$ cat config.mk
export PLATFORM = sky130hd
export DESIGN_NAME = mode_regs
export DESIGN_NICKNAME = d
export VERILOG_FILES = /design/src/hw/mode_regs.v
export VERILOG_INCLUDE_DIRS = /design/src /design/src/hw
export SDC_FILE = /design/constraint.sdc
export NUM_CORES = 1
export LEC_CHECK = 0
export ABC_AREA = 0
export BUFFER_PORTS_ARGS = -buffer_cell sky130_fd_sc_hd__buf_2
export CORE_MARGIN = 2
export CORE_UTILIZATION = 61
export DETAILED_ROUTE_END_ITERATION = 16
export GPL_ROUTABILITY_DRIVEN = 0
export HOLD_SLACK_MARGIN = 0.12
export PLACE_DENSITY = 0.81
export RECOVER_POWER = 100
export SLEW_MARGIN = 20
export SYNTH_ARGS = -nofsm -noshare
export SYNTH_HDL_FRONTEND = slang
export SYNTH_SLANG_ARGS = --single-unit
$ cat constraint.sdc
create_clock -name CLK -period 16.2 [get_ports CLK]
set_input_delay 1.62 -clock CLK [delete_from_list [all_inputs] [get_ports CLK]]
set_output_delay 1.62 -clock CLK [all_outputs]
set_load 0.005 [all_outputs]
$ cat src/hw/mode_regs_defines.vh
// Offsets, field positions, reset values and timing for the mode and test register bank.
`ifndef MODE_REGS_DEFINES_VH
`define MODE_REGS_DEFINES_VH
`define OFS_CLEAR_WINDOW 16'h102e
`define OFS_MODE_SET 16'h1032
`define OFS_MODE_CLEAR 16'h1034
`define OFS_TEST_WR_ADDR 16'h1036
`define OFS_TEST_PAT_UPPER 16'h1038
`define OFS_TEST_PAT_LOWER 16'h103a
`define OFS_CRATE_NUMBER 16'h103c
`define OFS_TEST_EVENT_LOAD 16'h103e
`define OFS_EVENT_COUNT_CLEAR 16'h1040
`define OFS_PEDESTAL 16'h1060
`define OFS_TEST_RD_ADDR 16'h1064
`define OFS_SLIDE_CONST 16'h106a
`define OFS_INCR_EVENT 16'h1028
`define OFS_INCR_OFFSET 16'h102a
`define BIT_MEM_TEST 0
`define BIT_CONV_HALT 1
`define BIT_DATA_WIPE 2
`define BIT_OVF_CHECK_DIS 3
`define BIT_ZERO_SUP_DIS 4
`define BIT_ACQ_CHECK 6
`define BIT_DITHER_SCALE 7
`define BIT_THRESHOLD_STEP 8
`define BIT_PTR_AUTO_ADV 11
`define BIT_EMPTY_EVENT 12
`define BIT_SLIDE_SUB_DIS 13
`define BIT_COUNT_EVERY 14
`define MODE_RESET 16'h4880
`define MODE_MASK 16'h79df
`define CLEAR_WINDOW_MAX 10'h3f0
`define CLEAR_WINDOW_BASE_NS 7000
`define CLOCK_STEP_NS_X32 1000
`define TEST_FIFO_DEPTH 32
`endif

$ cat src/hw/mode_regs.v
// Mode and test control register bank of a 32-channel charge converter module.
//
// Operation
// - Clear window is 7 us plus written count times 1/32 us; count capped at 0x3f0.
// - Mode set writes: ones set mode bits, zeros leave them; reads return mode bits.
// - Mode clear writes: ones clear matching mode bits, zeros have no effect.
// - Mode bit 0 selects random memory access test, allowing direct buffer writes.
// - Converter halt bit takes the converter controller offline, no conversions.
// - Data-wipe bit generates data reset of data, pointers, counter and integrators.
// - Overflow check disable at zero stores only non-overflowed values; one stores all.
// - Zero-suppress disable at zero stores values above threshold; one stores all.
// - Mode bit 6 takes event data from test FIFO instead of conversions.
// - Dither scale bit one runs sliding scale; zero drives slide constant.
// - Threshold step selects result bits 11..4 or bits 8..1 for compare.
// - Auto-advance moves read pointer on readout; else only on increment writes.
// - Empty-event bit one writes header and trailer word for empty events.
// - Sliding subtraction disable bypasses the subtraction section, test use only.
// - Count-every-trigger counts all triggers; otherwise only accepted triggers.
// - Memory test: address, upper half, lower half; lower write commits 32 bits.
// - Host programs crate number; device inserts it into stored data words.
// - Each test event write loads one word into a 32-word circular test FIFO.
// - Test word carries 12-bit value and overflow flag copied into stored event.
// - Any write to event counter clear location clears the event counter.
// - Slide constant holds 8 bits driving the sliding scale when disabled.
// - Increment event write moves read pointer to next event's first word, only while auto-advance is off.
`timescale 1ns/10ps
`include "mode_regs_defines.vh"
module mode_regs (
  input wire CLK,
  input wire RST,
  input wire WR,
  input wire RD,
  input wire [15:0] ADDR,
  input wire [15:0] WDATA,
  output reg [15:0] RDATA,
  output reg RVALID,
  input wire TEST_FIFO_POP,
  input wire [11:0] CONV_RESULT,
  input wire [7:0] THRESHOLD,
  output reg [15:0] CLEAR_WINDOW_CYCLES,
  output reg MEM_TEST_MODE,
  output reg CONV_OFFLINE,
  output reg DATA_RESET,
  output reg STORE_OVERFLOWED,
  output reg STORE_ALL_LEVELS,
  output reg ACQ_CHECK_MODE,
  output reg [7:0] SLIDE_DAC_CONST,
  output reg SLIDE_DAC_FIXED,
  output reg SLIDE_SUB_BYPASS,
  output reg ABOVE_THRESHOLD,
  output reg PTR_AUTO_ADVANCE,
  output reg ADVANCE_EVENT,
  output reg ADVANCE_WORD,
  output reg EMPTY_EVENT_RECORD,
  output reg COUNT_EVERY_TRIGGER,
  output reg EVENT_COUNT_CLEAR,
  output reg [15:0] MEM_TEST_WR_ADDR,
  output reg [15:0] MEM_TEST_RD_ADDR,
  output reg [31:0] MEM_TEST_WORD,
  output reg MEM_TEST_COMMIT,
  output reg [7:0] CRATE_NUMBER,
  output reg [7:0] PEDESTAL_CURRENT,
  output reg [11:0] TEST_VALUE,
  output reg TEST_OVERFLOW
);
  reg [15:0] mode_ff;
  reg [9:0] window_ff;
  reg [15:0] upper_ff;
  reg [15:0] fifo_mem [0:`TEST_FIFO_DEPTH-1];
  reg [4:0] wptr_ff;
  reg [4:0] rptr_ff;
  reg [15:0] nxt_mode;
  reg [15:0] nxt_rdata;
  reg nxt_rvalid;
  wire [15:0] mode_mask = `MODE_MASK;
  function hit;
    input [15:0] a;
    input [15:0] ofs;
    begin
      hit = WR && (a == ofs);
    end
  endfunction

  // Window count in 10 ns cycles: 700 plus N * 3.125 cycles, rounded up.
  function [15:0] window_cycles;
    input [9:0] n;
    reg [19:0] t;
    reg [19:0] q;
    begin
      t = (20'd0 + n) * 20'd1000 / 20'd32 + 20'd7000;
      q = t / 20'd10 + (((t % 20'd10) != 20'd0) ? 20'd1 : 20'd0);
      // The largest count gives 3850 cycles, so the upper bits are always zero.
      window_cycles = q[15:0];
    end
  endfunction

  always @* begin
    nxt_mode = mode_ff;
    if (hit(ADDR, `OFS_MODE_SET)) begin
      nxt_mode = mode_ff | (WDATA & mode_mask);
    end
    if (hit(ADDR, `OFS_MODE_CLEAR)) begin
      nxt_mode = mode_ff & ~(WDATA & mode_mask);
    end
  end

  always @* begin
    nxt_rvalid = RD;
    case (ADDR)
      `OFS_CLEAR_WINDOW: nxt_rdata = {6'h00, window_ff};
      `OFS_MODE_SET: nxt_rdata = mode_ff;
      `OFS_CRATE_NUMBER: nxt_rdata = {8'h00, CRATE_NUMBER};
      `OFS_PEDESTAL: nxt_rdata = {8'h00, PEDESTAL_CURRENT};
      `OFS_SLIDE_CONST: nxt_rdata = {8'h00, SLIDE_DAC_CONST};
      default: nxt_rdata = 16'h0000;
    endcase
  end

  always @(posedge CLK or posedge RST) begin
    if (RST) begin
      mode_ff <= `MODE_RESET;
      window_ff <= 10'h000;
      upper_ff <= 16'h0000;
      wptr_ff <= 5'h00;
      rptr_ff <= 5'h00;
      RDATA <= 16'h0000;
      RVALID <= 1'b0;
      CLEAR_WINDOW_CYCLES <= 16'h02bc;
      MEM_TEST_MODE <= 1'b0;
      CONV_OFFLINE <= 1'b0;
      DATA_RESET <= 1'b0;
      STORE_OVERFLOWED <= 1'b0;
      STORE_ALL_LEVELS <= 1'b0;
      ACQ_CHECK_MODE <= 1'b0;
      SLIDE_DAC_CONST <= 8'h00;
      SLIDE_DAC_FIXED <= 1'b0;
      SLIDE_SUB_BYPASS <= 1'b0;
      ABOVE_THRESHOLD <= 1'b0;
      PTR_AUTO_ADVANCE <= 1'b1;
      ADVANCE_EVENT <= 1'b0;
      ADVANCE_WORD <= 1'b0;
      EMPTY_EVENT_RECORD <= 1'b0;
      COUNT_EVERY_TRIGGER <= 1'b1;
      EVENT_COUNT_CLEAR <= 1'b0;
      MEM_TEST_WR_ADDR <= 16'h0000;
      MEM_TEST_RD_ADDR <= 16'h0000;
      MEM_TEST_WORD <= 32'h00000000;
      MEM_TEST_COMMIT <= 1'b0;
      CRATE_NUMBER <= 8'h00;
      PEDESTAL_CURRENT <= 8'h00;
      TEST_VALUE <= 12'h000;
      TEST_OVERFLOW <= 1'b0;
    end else begin
      mode_ff <= nxt_mode;
      RDATA <= nxt_rdata;
      RVALID <= nxt_rvalid;
      // Counts above the cap are clamped so the window never passes 38.5 us.
      if (hit(ADDR, `OFS_CLEAR_WINDOW)) begin
        window_ff <= (WDATA[9:0] > `CLEAR_WINDOW_MAX) ? `CLEAR_WINDOW_MAX : WDATA[9:0];
      end
      CLEAR_WINDOW_CYCLES <= window_cycles(window_ff);
      MEM_TEST_MODE <= mode_ff[`BIT_MEM_TEST];
      CONV_OFFLINE <= mode_ff[`BIT_CONV_HALT];
      DATA_RESET <= mode_ff[`BIT_DATA_WIPE];
      STORE_OVERFLOWED <= mode_ff[`BIT_OVF_CHECK_DIS];
      STORE_ALL_LEVELS <= mode_ff[`BIT_ZERO_SUP_DIS];
      ACQ_CHECK_MODE <= mode_ff[`BIT_ACQ_CHECK];
      SLIDE_DAC_FIXED <= ~mode_ff[`BIT_DITHER_SCALE];
      SLIDE_SUB_BYPASS <= mode_ff[`BIT_SLIDE_SUB_DIS];
      PTR_AUTO_ADVANCE <= mode_ff[`BIT_PTR_AUTO_ADV];
      EMPTY_EVENT_RECORD <= mode_ff[`BIT_EMPTY_EVENT];
      COUNT_EVERY_TRIGGER <= mode_ff[`BIT_COUNT_EVERY];
      if (mode_ff[`BIT_THRESHOLD_STEP]) begin
        ABOVE_THRESHOLD <= CONV_RESULT[8:1] > THRESHOLD;
      end else begin
        ABOVE_THRESHOLD <= CONV_RESULT[11:4] > THRESHOLD;
      end
      if (hit(ADDR, `OFS_SLIDE_CONST)) begin
        SLIDE_DAC_CONST <= WDATA[7:0];
      end
      // Manual advance strobes only act while auto-advance is off.
      ADVANCE_EVENT <= hit(ADDR, `OFS_INCR_EVENT) & ~mode_ff[`BIT_PTR_AUTO_ADV];
      ADVANCE_WORD <= hit(ADDR, `OFS_INCR_OFFSET) & ~mode_ff[`BIT_PTR_AUTO_ADV];
      EVENT_COUNT_CLEAR <= hit(ADDR, `OFS_EVENT_COUNT_CLEAR);
      if (hit(ADDR, `OFS_TEST_WR_ADDR)) begin
        MEM_TEST_WR_ADDR <= WDATA;
      end
      if (hit(ADDR, `OFS_TEST_RD_ADDR)) begin
        MEM_TEST_RD_ADDR <= WDATA;
      end
      if (hit(ADDR, `OFS_TEST_PAT_UPPER)) begin
        upper_ff <= WDATA;
      end
      // Commit needs test mode; upper half is whatever was last written.
      MEM_TEST_COMMIT <= hit(ADDR, `OFS_TEST_PAT_LOWER) & mode_ff[`BIT_MEM_TEST];
      if (hit(ADDR, `OFS_TEST_PAT_LOWER)) begin
        MEM_TEST_WORD <= {upper_ff, WDATA};
      end
      if (hit(ADDR, `OFS_CRATE_NUMBER)) begin
        CRATE_NUMBER <= WDATA[7:0];
      end
      if (hit(ADDR, `OFS_PEDESTAL)) begin
        PEDESTAL_CURRENT <= WDATA[7:0];
      end
      // Pointers wrap, so a 33rd write overwrites the oldest slot.
      if (hit(ADDR, `OFS_TEST_EVENT_LOAD)) begin
        wptr_ff <= wptr_ff + 5'h01;
      end
      if (TEST_FIFO_POP) begin
        rptr_ff <= rptr_ff + 5'h01;
      end
      TEST_VALUE <= fifo_mem[rptr_ff][11:0];
      TEST_OVERFLOW <= fifo_mem[rptr_ff][12];
    end
  end

  // Storage has no reset; unloaded entries are undefined, as with the real part.
  always @(posedge CLK) begin
    if (hit(ADDR, `OFS_TEST_EVENT_LOAD)) begin
      fifo_mem[wptr_ff] <= WDATA;
    end
  end
endmodule

==> results of run 1 <==
-- Yosys cell counts (5+ instances only) --
| cell type | n | share of area, % |
|---|---|---|
| a32oi_1 | 6 | 0.19 |
| dfrtp_1 | 183 | 16 |
| o211a_1 | 6 | 0.21 |
| clkbuf_1 | 53 | 0.70 |
| nand2b_1 | 12 | 0.27 |
| mux2i_1 | 6 | 0.21 |
| nand3b_1 | 7 | 0.19 |
| mux4_2 | 130 | 10 |
| dfstp_2 | 11 | 1.0 |
| nand4_1 | 19 | 0.42 |
| inv_1 | 76 | 1.0 |
| buf_2 | 9 | 0.16 |
| o211ai_1 | 13 | 0.35 |
| fa_1 | 30 | 2.1 |
| a31oi_1 | 12 | 0.27 |
| o21ai_1 | 11 | 0.19 |
| nor2b_1 | 6 | 0.13 |
| a211oi_1 | 12 | 0.32 |
| o21a_1 | 7 | 0.19 |
| nand3_1 | 35 | 0.62 |
| nor3_1 | 27 | 0.48 |
| a21oi_1 | 71 | 1.3 |
| mux2_2 | 125 | 5.0 |
| nor2_1 | 93 | 1.2 |
| buf_1 | 19 | 0.25 |
| a22oi_1 | 19 | 0.51 |
| nor4_1 | 16 | 0.35 |
| nand2_1 | 85 | 1.1 |
| o21ai_0 | 34 | 0.60 |
| or2_2 | 7 | 0.16 |
| a21o_1 | 13 | 0.35 |
| xnor2_1 | 33 | 1.0 |
| or3_1 | 10 | 0.22 |
| o31ai_1 | 6 | 0.16 |
| and2_1 | 17 | 0.38 |
| xor2_1 | 10 | 0.31 |
| edfxtp_1 | 416 | 44 |
| ha_1 | 69 | 3.1 |
| a31o_2 | 5 | 0.16 |
-- how the worst min path moves through the flow --
stage	endpoint	slack [ns]	cells after the start	start
after floorplan	COUNT_EVERY_TRIGGER$_DFF_PP1_	0.36	0	flop
after global placement	COUNT_EVERY_TRIGGER$_DFF_PP1_	0.36	0	flop
after detailed placement	COUNT_EVERY_TRIGGER$_DFF_PP1_	0.37	0	flop
after CTS	COUNT_EVERY_TRIGGER$_DFF_PP1_	0.38	0	flop
after global routing	COUNT_EVERY_TRIGGER$_DFF_PP1_	0.41	0	flop
final	COUNT_EVERY_TRIGGER$_DFF_PP1_	0.40	0	flop
-- power breakdown --
part           total (mW)  internal (mW)  switching, mW  leakage, nW
sequential           1.79           1.70         0.0920         6.34
clock                1.44          0.842          0.598        0.986
combinational       0.765          0.411          0.354         4.68
-- state kept, by name (all words and copies together), names as in the netlist, 5 cells and up, named ones only --
signal,count
CRATE_NUMBER,8
RDATA,14
wptr_ff,5
MEM_TEST_WORD,32
window_ff,10
SLIDE_DAC_CONST,8
TEST_VALUE,12
PEDESTAL_CURRENT,8
CLEAR_WINDOW_CYCLES,14
fifo_mem,416
rptr_ff,5
upper_ff,16
MEM_TEST_WR_ADDR,16
MEM_TEST_RD_ADDR,16
-- layer usage --
layer  vias up  share of wire [%]  track usage (%)
met5         -              0.018                0
met3       148                 11             6.56
met4         2                2.9             8.42
met1      9047                 39             43.0
met2      1142                 48             47.7
li1       7522                  -                -
-- cell usage in the layout (no fill, tap or decap), types with 71 or more instances in the layout --
cell type  synthesis  final
nand2_1           85     85
clkbuf_1          53    159
a21oi_1           71     71
dfrtp_1          183    181
edfxtp_1         416    416
mux2_2           125    112
buf_2              9     75
nor2_1            93     94
mux4_2           130    130
inv_1             76     75
-- per-stage QoR --
step	setup WS [ns]	instance area (um^2)	hold slack (ns)	util [%]
floorplan	4.72	28200	0.358	-
global placement	2.77	29900	0.362	65.6
detailed placement	2.35	30000	0.370	65.7
CTS	2.24	32000	0.382	70.2
global route	0.469	31700	0.411	69.5
finish	1.61	31700	0.396	69.5
-- cell families after synthesis --
| kind of cell | count (synthesis) | share of synthesized area, % |
|---|---|---|
| buffers and inverters | 166 | 2.30 |
| other | 1 | 0.0133 |
| flip-flops | 610 | 61.5 |
| multiplexers | 262 | 15.6 |
| AND/OR/NAND/NOR | 361 | 6.39 |
| AO/OA/AOI/OAI | 285 | 7.38 |
| adder cells (fa/ha/maj) | 102 | 5.30 |
| XOR/XNOR | 46 | 1.51 |
-- cell type report --
type	instances	area share [%]
flip-flops and latches	610	54.8
clock buffers	74	4.90
inverters	81	0.964
repair buffers	230	3.09
multi-input cells	1061	32.3
well taps	600	2.37
clock inverters	32	1.52
==> results.py, run 1 <==
metrics = {
    "final_layout": {
        "drive_gt1_share_pct": 22.7,
        "multi_input_area_mm2": 0.0102,
        "area_growth_pct": 12.2,
        "seq_area_mm2": 0.0174,
        "fillers": 2865,
        "final_cells": 2688,
        "n_antenna_cell": 0,
        "nNetsFinal": 2197,
    },
    "routing": {
        "drt-total-wl_mm": 70.8,
        "via_count": 17861,
        "vias_per_cell": 6.64,
        "first_iter_violations": 2177,
        "drc": 0,
        "route.detailed.wl_per_inst_um": 26.3,
        "ant_nets": 0,
        "dr.pass1.iters": 6,
    },
    "critical_path": {
        "cp_max_fo": 13,
        "worst_ep_arrival_time_ns": 15.14,
        "end_kind": "flop",
        "start_kind": "flop",
        "worstPathRequired_ns": 16.75,
        "reg2reg_from": "window_ff[3]$_DFFE_PP0P_",
        "r2r-end": "CLEAR_WINDOW_CYCLES[3]$_DFF_PP1_",
        "worst_path_max_delay_cell": "xnor2_1",
        "critPathTopFamily": "compound AO/OA/AOI/OAI gates",
        "cp_num_cells": 44,
        "r2r.worst_path.cells": 44,
        "worst_path_largest_cell_delay_ns": 0.81,
        "r2r_slack_ns": 1.61,
        "crit_path_start": "window_ff[3]$_DFFE_PP0P_",
        "crit_buf_inv": 5,
        "critical_path_class": "flop to flop",
        "crit_path_end": "CLEAR_WINDOW_CYCLES[3]$_DFF_PP1_",
    },
    "die": {
        "dieHeight_um": 219,
        "die_area_mm2": 0.0480,
        "initial_core_util_pct": 62.0,
        "io_pins": 207,
        "core_mm2": 0.0456,
        "rows": 78,
        "dieWidth_um": 219,
    },
    "synthesis": {
        "yosysSeqAreaShare_pct": 61.5,
        "avgSynthCellArea_um2": 15.4,
        "async_flop_share_pct": 31.8,
        "synth.distinct_cells": 99,
        "synth_area_mm2": 0.0282,
        "yosys_warnings": 0,
        "syn_inst": 1833,
        "ys_seq_elements": 610,
        "synth_enable_flop_cells": 416,
        "ys.flop_type": "edfxtp_1",
    },
    "grt": {
        "gr-usage-all-layers_pct": 30.1,
        "grt_overflow": 0,
        "antenna_found_initial": 1,
        "grt_pass1_wl_mm": 108,
        "grt_max_degree": 133,
        "grt_pass1_vias": 17790,
    },
    "power": {
        "finalPower_mw": 3.99,
        "power_density_mw_per_mm2": 126,
        "power_leakage_nw": 12.0,
        "ir_drop_mv": 0.138,
    },
    "sta": {
        "setup_violations": 0,
        "finalSetupTns_ns": 0,
        "period_needed_ns": 14.59,
        "relSlewSlack_pct": -303,
        "slew_violations": 881,
        "fmax_mhz": 68.5,
        "finalHoldViolations": 0,
        "tightest_slew_ns": 6.01,
        "final.setup_skew_ns": 0.0276,
        "rsz0062_at_grt": "false",
        "fin_crit_sh_pct": 90.1,
    },
    "clock_network": {
        "clock-sinks": 610,
        "cts_inserted_buffers": 57,
        "cts_setup_buffers": 0,
        "cts-htree-levels": 2,
        "cts_resized": 0,
        "ctsHoldBuffers": 0,
        "clock_latency_ns": 0.64,
        "clockBufferDepth": 3,
        "cts.clk_slew.worst_paths_ns": 0.06,
        "cts_tree": "built",
        "clockRootBuffer": "clkbuf_16",
    },
    "placement": {
        "port_buffers": 201,
        "place_hpwl_mm": 43.5,
        "dp.cells": 2582,
    },
    "outcome": {
        "status": "complete, but fails checks",
        "violations": "capacitance limit, slew limit",
    },
    "job": {
        "max-cap-violations": 18,
    },
    "min_path": {
        "hold_path.class": "flop to flop",
    },
}
Power figures use the tool's default switching activity.
==> inputs of run 2 (changes only) <==
--- a/config.mk
+++ b/config.mk
@@ -7,15 +7,14 @@
 export NUM_CORES = 1
 export LEC_CHECK = 0
 export ABC_AREA = 0
-export BUFFER_PORTS_ARGS = -buffer_cell sky130_fd_sc_hd__buf_2
 export CORE_MARGIN = 2
-export CORE_UTILIZATION = 61
+export CORE_UTILIZATION = 64
 export DETAILED_ROUTE_END_ITERATION = 16
+export DONT_BUFFER_PORTS = 1
 export GPL_ROUTABILITY_DRIVEN = 0
 export HOLD_SLACK_MARGIN = 0.12
-export PLACE_DENSITY = 0.81
+export PLACE_DENSITY = 0.8
 export RECOVER_POWER = 100
-export SLEW_MARGIN = 20
 export SYNTH_ARGS = -nofsm -noshare
 export SYNTH_HDL_FRONTEND = slang
 export SYNTH_SLANG_ARGS = --single-unit
==> run 2 against run 1 <==
The run still ends with capacitance limit, slew limit left; utilization increased by 1.8 points; setup slack got worse by 0.066 ns; via count decreased by 4.9%; first-iteration DRC count decreased by 11%; maximum frequency decreased by 0.45%; total power decreased by 1.7%; cell count decreased by 7.4%; worst hold slack improved by 0.0092 ns; sequential share of layout area increased by 1.4 points; clock power about the same; non-clock buffer count decreased by 186; critical path type unchanged; critical endpoint unchanged.
==> results.py, run 2 (synthesis gave the netlist of run 1 again) <==
metrics = {
    "critical_path": {
        "r2r_slack_ns": 1.54,
        "worstPathRequired_ns": 16.74,
        "r2r-end": "CLEAR_WINDOW_CYCLES[3]$_DFF_PP1_",
        "cp_max_fo": 13,
        "worst_path_largest_cell_delay_ns": 0.79,
        "start_kind": "flop",
        "critical_path_class": "flop to flop",
        "worst_path_max_delay_cell": "xnor2_1",
        "worst_ep_arrival_time_ns": 15.20,
        "r2r.worst_path.cells": 44,
        "crit_top_cell": "nand2_1",
        "crit_path_end": "CLEAR_WINDOW_CYCLES[3]$_DFF_PP1_",
        "end_kind": "flop",
        "reg2reg_from": "window_ff[3]$_DFFE_PP0P_",
        "crit_path_start": "window_ff[3]$_DFFE_PP0P_",
    },
    "min_path": {
        "hold_path.class": "flop to flop",
    },
    "power": {
        "ir_drop_mv": 0.119,
        "power.switching_mw": 1.03,
        "clkPwrFrac_pct": 36.3,
        "p_comb_share_pct": 18.4,
        "p_seq_share_pct": 45.3,
        "switching_share_pct": 26.2,
        "finalPower_mw": 3.93,
        "power_density_mw_per_mm2": 127,
        "power_leakage_nw": 11.6,
        "p_int_mw": 2.90,
    },
    "routing": {
        "drt-total-wl_mm": 68.6,
        "first_iter_violations": 1945,
        "drc": 0,
        "via_count": 16987,
        "vias_per_cell": 6.82,
        "dr.pass1.iters": 7,
        "ant_nets": 0,
        "route.detailed.wl_per_inst_um": 27.6,
    },
    "final_layout": {
        "final_util_pct": 71.3,
        "largest_reg_flops": 416,
        "drive_gt1_share_pct": 20.9,
        "mostFrequentLayoutCell": "edfxtp_1",
        "final_cell_mix": "416 x edfxtp_1, 181 x dfrtp_1, 130 x mux4_2",
        "final_cells": 2489,
        "regMostFlops": "fifo_mem",
        "area_growth_pct": 9.31,
        "n_antenna_cell": 0,
        "top_regs": "fifo_mem x416, MEM_TEST_WORD x32",
        "nNetsFinal": 2011,
    },
    "placement": {
        "dp.cells": 2381,
        "place_hpwl_mm": 41.9,
        "port_buffers": 0,
    },
    "clock_network": {
        "cts-htree-levels": 2,
        "cts_resized": 0,
        "cts_inserted_buffers": 57,
        "cts.clk_slew.worst_paths_ns": 0.06,
        "clock_latency_ns": 0.64,
        "clock-sinks": 610,
        "cts_tree": "built",
        "cts_setup_buffers": 0,
        "clockRootBuffer": "clkbuf_16",
        "ctsHoldBuffers": 0,
        "clockBufferDepth": 3,
    },
    "outcome": {
        "violations": "capacitance limit, slew limit",
        "status": "complete, but fails checks",
    },
    "sta": {
        "finalHoldViolations": 0,
        "setup_violations": 0,
        "slew_violations": 302,
        "fin_crit_sh_pct": 90.5,
        "whs_ns": 0.405,
        "fmax_mhz": 68.2,
        "period_needed_ns": 14.66,
        "relSlewSlack_pct": -284,
        "finalSetupTns_ns": 0,
        "tightest_slew_ns": 5.72,
        "rsz0062_at_grt": "false",
        "final.setup_skew_ns": 0.0413,
    },
    "die": {
        "die_area_mm2": 0.0458,
        "rows": 76,
        "initial_core_util_pct": 65.3,
        "io_pins": 207,
        "dieHeight_um": 214,
        "core_mm2": 0.0433,
        "dieWidth_um": 214,
    },
    "grt": {
        "grt_overflow": 0,
        "grt_pass1_vias": 17263,
        "grt_pass1_wl_mm": 105,
        "gr-usage-all-layers_pct": 30.1,
        "grt_max_degree": 125,
        "antenna_found_initial": 2,
    },
    "job": {
        "max-cap-violations": 5,
    },
}
[run 2: power by group through the flow]
stage	clock [mW]	combinational [mW]	sequential [mW]
2_1_floorplan	0	0.566	1.74
3_3_place_gp	0	0.678	1.81
3_5_place_dp	0	0.698	1.81
4_1_cts	1.44	0.720	1.78
5_1_grt	1.49	0.748	1.79
6_report	1.42	0.721	1.78
[run 2: stage by stage]
stage	worst slack, ns	area [um^2]
after floorplan	4.72	28200
after global placement	2.76	29000
after detailed placement	2.42	29000
after CTS	2.34	31000
after global routing	0.456	30900
final	1.54	30900
[run 2: critical path, delay by kind of cell, from the launching register on]
family          cells  cell delay, ns
compound gates     18            6.10
simple gates       12            3.06
fa+ha+maj           7            2.95
xor+xnor            2            1.26
buf+inv             5            0.68
flops               1            0.51
[run 2: final cells by class]
| type | count | area [um^2] |
|---|---|---|
| flip-flops and latches | 610 | 17400 |
| multi-input cells | 1061 | 10200 |
| repair buffers | 44 | 188 |
| clock buffers | 75 | 1620 |
| clock inverters | 33 | 412 |
| well taps | 585 | 732 |
| fillers | 2675 | 12400 |
| inverters | 81 | 305 |
[run 2: how the worst min path moves through the flow]
stage / from / endpoint / cells past startpoint
5_1_grt: flop / SLIDE_SUB_BYPASS$_DFF_PP0_ / 0
2_1_floorplan: flop / COUNT_EVERY_TRIGGER$_DFF_PP1_ / 0
3_5_place_dp: flop / COUNT_EVERY_TRIGGER$_DFF_PP1_ / 0
3_3_place_gp: flop / SLIDE_SUB_BYPASS$_DFF_PP0_ / 0
6_report: flop / EMPTY_EVENT_RECORD$_DFF_PP0_ / 0
4_1_cts: flop / COUNT_EVERY_TRIGGER$_DFF_PP1_ / 0
[run 2: per-layer routing]
metal	share of wire [%]	track usage, %
met1	39	41.1
met2	49	49.3
met3	9.4	7.59
met4	2.6	7.60
met5	0.019	0
